## src/timer_b_pkg.sv

```systemverilog
package timer_b_pkg;

  // register addresses (byte-wide register space)
  localparam logic [7:0] timer_b_control_addr     = 8'h19;
  localparam logic [7:0] timer_b_reload_high_addr = 8'h1a;
  localparam logic [7:0] timer_b_reload_low_addr  = 8'h1b;
  localparam logic [7:0] timer_b_count_high_addr  = 8'h1c;
  localparam logic [7:0] timer_b_count_low_addr   = 8'h1d;

  // control field positions
  localparam int stop_on_receive_bit    = 7;
  localparam int start_mode_hi_bit      = 5;
  localparam int start_mode_lo_bit      = 4;
  localparam int auto_reload_enable_bit = 3;
  localparam int count_clock_hi_bit     = 1;
  localparam int count_clock_lo_bit     = 0;

  // writable bits of the control byte; bits 6 and 2 read as zero
  localparam logic [7:0] control_write_mask = 8'hbb;
  localparam logic [7:0] control_reset      = 8'h00;
  localparam logic [7:0] byte_reset         = 8'h00;
  localparam logic [15:0] count_reset       = 16'h0000;
  localparam logic [15:0] count_zero        = 16'h0000;
  localparam logic [15:0] count_one         = 16'h0001;

  localparam logic [1:0] start_none     = 2'h0;
  localparam logic [1:0] start_after_tx = 2'h1;
  localparam logic [1:0] start_trim     = 2'h2;
  localparam logic [1:0] start_trim_uf  = 2'h3;

  localparam logic [1:0] clk_carrier    = 2'h0;
  localparam logic [1:0] clk_derived    = 2'h1;
  localparam logic [1:0] clk_timer_zero = 2'h2;
  localparam logic [1:0] clk_timer_one  = 2'h3;

  typedef struct packed {
    logic [7:0] addr;
    logic       wr;
    logic [7:0] wdata;
  } reg_req_t;

  // one-cycle event strobes from neighbouring logic; trim_ref is a level whose rising edge is used
  typedef struct packed {
    logic carrier_tick;
    logic derived_tick;
    logic timer_zero_underflow;
    logic timer_one_underflow;
    logic tx_end;
    logic rx_four_bits;
    logic trim_ref;
  } events_t;

endpackage
```

## src/timer_b.sv

```systemverilog
`timescale 1ns/1ps
// Overview of operation
// RULE1 - stop on four received bits when enabled
// RULE2 - stop on receive ignored in trimming modes
// RULE3 - start mode 00b: no automatic start
// RULE4 - start mode 01b: start at transmit end
// RULE5 - mode 10b: trimming, edges, no underflow
// RULE6 - mode 11b: trimming, edges, underflow allowed
// RULE7 - auto reload: reload at zero, continue
// RULE8 - no auto reload: stop at zero
// RULE9 - underflow sets interrupt request flag
// RULE10 - clock select 00b: carrier clock ticks
// RULE11 - clock select 01b: 212 kHz ticks
// RULE12 - 10b/11b: sibling timer underflows decrement
// RULE13 - start event loads both reload bytes
// RULE14 - reload writes leave running count alone
// RULE15 - host avoids count reads during reception
// RULE16 - high bytes are bits 15 to 8
module timer_b (
  // clock and reset
  input  wire logic                  clk,
  input  wire logic                  rst_b,
  // register access
  input  wire timer_b_pkg::reg_req_t req,
  input  wire logic                  irq_clear,
  output logic [7:0]                 rdata,
  // events
  input  wire timer_b_pkg::events_t  ev,
  input  wire logic                  sw_start,
  input  wire logic                  sw_stop,
  // status
  output logic                       running,
  output logic                       underflow_irq_flag
);

  typedef enum logic [1:0] {
    st_idle = 2'b01,
    st_run  = 2'b10
  } state_t;

  ////////////////////////////////////////////////////////////////////////
  logic [7:0]  control_ff;
  logic [7:0]  reload_high_byte_ff;
  logic [7:0]  reload_low_byte_ff;
  logic [15:0] count_ff;
  logic        trim_ref_ff;
  state_t      state_ff;
  logic [7:0]  rdata_ff;
  logic        irq_ff;
  logic        running_ff;

  wire logic [1:0]  start_mode_select =
    control_ff[timer_b_pkg::start_mode_hi_bit:timer_b_pkg::start_mode_lo_bit];
  wire logic [1:0]  count_clock_select =
    control_ff[timer_b_pkg::count_clock_hi_bit:
               timer_b_pkg::count_clock_lo_bit];
  wire logic        stop_on_receive =
    control_ff[timer_b_pkg::stop_on_receive_bit];
  wire logic        auto_reload_enable =
    control_ff[timer_b_pkg::auto_reload_enable_bit];
  wire logic [15:0] reload_value =
    {reload_high_byte_ff, reload_low_byte_ff}; // see RULE16

  wire logic trim_mode  =
    (start_mode_select == timer_b_pkg::start_trim) |
    (start_mode_select == timer_b_pkg::start_trim_uf); // see RULE5 see RULE6
  wire logic trim_edge  = ev.trim_ref & ~trim_ref_ff;
  wire logic is_run     = (state_ff == st_run);

  // clock select as a tick enable; everything stays on clk
  wire logic tick =
    (count_clock_select == timer_b_pkg::clk_carrier)    ? ev.carrier_tick :
    (count_clock_select == timer_b_pkg::clk_derived)    ? ev.derived_tick :
    (count_clock_select == timer_b_pkg::clk_timer_zero) ?
      ev.timer_zero_underflow :
      ev.timer_one_underflow; // see RULE10 see RULE11 see RULE12

  // hardware start: none in mode 00b
  wire logic hw_start =
    ((start_mode_select == timer_b_pkg::start_after_tx) & ev.tx_end) |
    (trim_mode & trim_edge & ~is_run); // see RULE3 see RULE4
  wire logic start_evt = sw_start | hw_start;

  wire logic rx_stop = stop_on_receive & ~trim_mode & ev.rx_four_bits;
  // see RULE1 see RULE2
  wire logic trim_stop = trim_mode & trim_edge & is_run; // see RULE5
  wire logic stop_evt  = sw_stop | rx_stop | trim_stop;

  wire logic at_zero   = (count_ff == timer_b_pkg::count_zero);
  wire logic underflow = is_run & tick & at_zero &
    (start_mode_select != timer_b_pkg::start_trim); // see RULE5 see RULE6

  // write strobes
  wire logic wr_ctl = req.wr & (req.addr == timer_b_pkg::timer_b_control_addr);
  wire logic wr_rhi =
    req.wr & (req.addr == timer_b_pkg::timer_b_reload_high_addr);
  wire logic wr_rlo =
    req.wr & (req.addr == timer_b_pkg::timer_b_reload_low_addr);

  logic [7:0] nxt_rdata;
  always_comb begin
    if (req.addr == timer_b_pkg::timer_b_control_addr) begin
      nxt_rdata = control_ff;
    end else if (req.addr == timer_b_pkg::timer_b_reload_high_addr) begin
      nxt_rdata = reload_high_byte_ff;
    end else if (req.addr == timer_b_pkg::timer_b_reload_low_addr) begin
      nxt_rdata = reload_low_byte_ff;
    end else if (req.addr == timer_b_pkg::timer_b_count_high_addr) begin
      nxt_rdata = count_ff[15:8]; // see RULE16
    end else if (req.addr == timer_b_pkg::timer_b_count_low_addr) begin
      nxt_rdata = count_ff[7:0];
    end else begin
      nxt_rdata = timer_b_pkg::byte_reset;
    end
  end

  ////////////////////////////////////////////////////////////////////////
  // counter next state; start wins over stop, a restart reloads
  logic [15:0] nxt_count;
  state_t      nxt_state;
  always_comb begin
    nxt_count = count_ff;
    nxt_state = state_ff;
    if (start_evt) begin
      nxt_count = reload_value; // see RULE13
      nxt_state = st_run;
    end else if (stop_evt) begin
      nxt_state = st_idle; // see RULE1
    end else if (is_run & tick) begin
      if (at_zero) begin
        if (underflow & auto_reload_enable) begin
          nxt_count = reload_value; // see RULE7
        end else begin
          nxt_state = st_idle; // see RULE8 see RULE5
        end
      end else begin
        nxt_count = count_ff - timer_b_pkg::count_one;
      end
    end
  end

  ////////////////////////////////////////////////////////////////////////
  always_ff @(posedge clk or negedge rst_b) begin
    if (!rst_b) begin
      control_ff <= timer_b_pkg::control_reset;
    end else if (wr_ctl) begin
      control_ff <= req.wdata & timer_b_pkg::control_write_mask;
    end
  end

  // reload bytes only stored; count takes them at a start or an auto reload
  always_ff @(posedge clk or negedge rst_b) begin
    if (!rst_b) begin
      reload_high_byte_ff <= timer_b_pkg::byte_reset;
      reload_low_byte_ff  <= timer_b_pkg::byte_reset;
    end else begin
      if (wr_rhi) reload_high_byte_ff <= req.wdata; // see RULE14
      if (wr_rlo) reload_low_byte_ff  <= req.wdata; // see RULE14
    end
  end

  always_ff @(posedge clk or negedge rst_b) begin
    if (!rst_b) begin
      count_ff    <= timer_b_pkg::count_reset;
      state_ff    <= st_idle;
      trim_ref_ff <= 1'b0;
      rdata_ff    <= timer_b_pkg::byte_reset;
      running_ff  <= 1'b0;
    end else begin
      count_ff    <= nxt_count;
      state_ff    <= nxt_state;
      trim_ref_ff <= ev.trim_ref;
      rdata_ff    <= nxt_rdata;
      running_ff  <= (nxt_state == st_run);
    end
  end

  // set wins over clear
  always_ff @(posedge clk or negedge rst_b) begin
    if (!rst_b) begin
      irq_ff <= 1'b0;
    end else if (underflow) begin
      irq_ff <= 1'b1; // see RULE9
    end else if (irq_clear) begin
      irq_ff <= 1'b0;
    end
  end

  assign rdata              = rdata_ff;
  assign running            = running_ff;
  assign underflow_irq_flag = irq_ff;
endmodule

```

## config.mk

```make
export PLATFORM = sky130hd
export DESIGN_NAME = timer_b
export DESIGN_NICKNAME = d
export VERILOG_FILES = /design/src/timer_b_pkg.sv /design/src/timer_b.sv
export SDC_FILE = /design/constraint.sdc
export NUM_CORES = 1
export LEC_CHECK = 0
export BUFFER_PORTS_ARGS = -buffer_cell sky130_fd_sc_hd__buf_2
export CAP_MARGIN = 20
export CORE_ASPECT_RATIO = 1.5
export CORE_MARGIN = 10
export CORE_UTILIZATION = 55
export CTS_BUF_LIST = sky130_fd_sc_hd__clkbuf_4
export CTS_CLUSTER_SIZE = 40
export DETAILED_ROUTE_END_ITERATION = 7
export GPL_TIMING_DRIVEN = 0
export PLACE_DENSITY = 0.77
export SLEW_MARGIN = 10
export SYNTH_ARGS = -nofsm -noshare
export SYNTH_HDL_FRONTEND = slang
export SYNTH_SLANG_ARGS = --single-unit
```

## constraint.sdc

```tcl
create_clock -name clk -period 2.3 [get_ports clk]
set_input_delay 0.115 -clock clk [delete_from_list [all_inputs] [get_ports clk]]
set_output_delay 0.115 -clock clk [all_outputs]
set_load 0.01 [all_outputs]
```

==> out/qor.yml <==
worst-setup-path-type: "register to register"
syn-num-nets: 316
first_global_vias: 2815
netlist_area_mm2: 0.002978
clock_latency_ns: 0.39
placed_cells: 389
antenna_cells: 0
via_per_inst: 6.565
vias: 2744
setup_tns_ns: 0
clkPwrFrac_pct: 22.6
cts_root_buffer: "clkbuf_4"
period_needed_ns: 2.232
p_leak_nw: 1.681
pin_count: 39
required_ns: 2.60
hpwl_um: 6251
synth_area_per_cell_um2: 10.45
grt_antenna_before_repair: 0
finalNonFillerCells: 418
multi_input_area_mm2: 0.001625
cp-end-kind: "register"
timing.final.hold_violations: 0
critPathArrivalTime_ns: 2.53
powerDensity_mw_per_mm2: 564.3
async_flop_share_pct: 100.0
initial_core_util_pct: 57.21
critPathMaxFanout: 10
wire_per_inst_um: 20.87
htreeDepth: 2
drv_cap: 0
die_x_um: 80.08
maxSlewViolCount: 0
synthFlopType: "dfrtp_1"
drt_wl_total_um: 8723
grt_pass1_wl_um: 14310
ys_seq_area_share_pct: 42.90
ir_worst_vdd_mv: 0.3822
gp_congestion: 0.9676
combPwrFrac_pct: 25.7
grt_max_degree: 52
startpoint_type: "register"
hp-class: "primary input to register"
setup_viol: 0
die-area_mm2: 0.008818
clk_path_buf_depth: 2
fp-row-count: 32
switching_share_pct: 34.68
ys_seq_elements: 51
seq_area_mm2: 0.001280
grt.total_usage_pct: 20.41
drc: 0
slew_headroom_pct: 44.81
ys_warn_count: 0
antenna_left: 0
cts_tree: "yes"
drive_gt1_share_pct: 31.14
cts_sinks: 51
drtIter0Drc: 363
fillers: 412
stdcell_area_mm2: 0.003526
cts_made_buffers: 5
ys_types: 64
post-route-period-util_pct: 97.03
fin_skew_ns: 0.01031
io_buffer_count: 36
seqPwrFrac_pct: 51.7
worst_pin_slew_ns: 0.8216
clkTransAtPathRegs_ns: 0.16
syn2layout_area_growth_pct: 18.40
internal_power_mw: 1.299
drtPass1Iterations: 5
status: "completed"
fp.dieH_um: 110.1
fmax_mhz: 448.1
synth_edf_count: 0
coreArea_mm2: 0.005205
fin_nets: 380
power.switching_mw: 0.6901
grt_overflow: 0
synthCells: 285
placed_area_mm2: 0.003243
## synthesized netlist by cell type (all sizes together) (5+ instances only)
cell type  count  share of area (%)
nor2          32                4.3
inv            7               0.88
dfrtp         50                 42
buf            5                1.2
nand3          8                1.3
o22ai          9                1.9
nor3           8                1.3
mux2i          9                3.0
a32o           6                2.1
clkbuf         7               0.88
nor4           5                2.3
a221oi         5                2.1
nand4          9                2.1
mux2          23                8.7
o21ai         16                2.7
and3           5                1.1
nand2         19                2.4
## final cells by class
class	instances	share of cell area, %
clock buffer	5	1.065
multi-input combinational	215	46.10
clock inverter	3	0.6388
buffer	12	2.023
sequential	51	36.30
tap	68	2.413
inverter	7	0.7452
timing repair buffer	57	10.72
## metrics by stage
step	util, %	power (mW)	hold slack (ns)	setup slack (ns)
after detailed placement	62.31	1.493	0.2371	-0.1506
after global placement	62.31	1.480	0.2359	-0.09582
final	67.74	1.990	0.07426	0.06835
after global routing	67.74	2.084	0.09905	-0.03596
after CTS	66.11	1.951	0.07318	0.01895
after floorplan	-	1.339	-0.1806	0.3049
## cell usage in the layout, fill, tap and decap left out, types with 6 or more instances in the layout
cell type,count
buf_4,10
inv_1,6
dlygate4sd3_1,11
nor2_1,30
clkbuf_4,6
nand2_1,19
o21ai_1,6
nand3_1,8
nand4_1,8
o21ai_0,10
nor3_1,8
dfrtp_1,48
mux2i_1,9
buf_2,37
mux2_2,21
o22ai_1,9
## logic make-up (layout without fill, tap and decap cells)
kind of cell / count (synthesis) / in the layout / share of synthesized area [%]
simple gates: 107 / 107 / 20.80
flops: 51 / 51 / 42.90
mux: 33 / 33 / 12.48
fa+ha+maj: 2 / 2 / 0.8402
compound gates: 73 / 73 / 20.00
buf+inv: 19 / 84 / 2.983
## registers in the layout, indices dropped and copies added (netlist names)
register             flops
running                  1
count_ff                16
rdata                    8
underflow_irq_flag       1
reload_low_byte_ff       8
state_ff                 2
reload_high_byte_ff      8
control_ff               6
trim_ref_ff              1
## routing by layer
metal	vias up	part of all wire, %	global-route usage (%)
met3	48	7.8	5.024
met4	0	4.9	10.61
met1	1299	38	23.08
met2	161	50	34.70
met5	-	0	0
li1	1236	-	-
## critical path, cell delays in order (launching register included)
cell,delay [ns]
dfrtp_2,0.47
and3b_1,0.19
buf_6,0.13
or4_4,0.57
nor2_4,0.22
buf_6,0.17
a31oi_1,0.11
a221o_1,0.28
## path summary, 6_finish.rpt
path,depth (start not counted),slack (ns),start,endpoint
worst max-delay path,7,0.07,control_ff[5],count_ff[14]
worst min-delay path,4,0.07,sw_stop,state_ff[1]
worst max register to register,7,0.07,control_ff[5],count_ff[14]
worst min register to register,2,0.55,underflow_irq_flag,underflow_irq_flag
max in group asynchronous,3,1.61,rst_b,control_ff[5]
min in group asynchronous,2,0.16,rst_b,count_ff[11]
## power groups by stage
stage	logic, mW	clock network, mW	registers (mW)
6_report	0.512	0.450	1.03
5_1_grt	0.563	0.486	1.04
4_1_cts	0.472	0.454	1.02
3_5_place_dp	0.451	0	1.04
3_3_place_gp	0.441	0	1.04
2_1_floorplan	0.322	0	1.02
## what timing repair did
action	in CTS	in global routing
pin swaps	2	3
hold endpoints to repair	74	0
resized for setup	3	8
endpoints found under the setup margin	10	15
hold buffers	11	0
buffers inserted	3	6
Power figures use the tool's default switching activity.
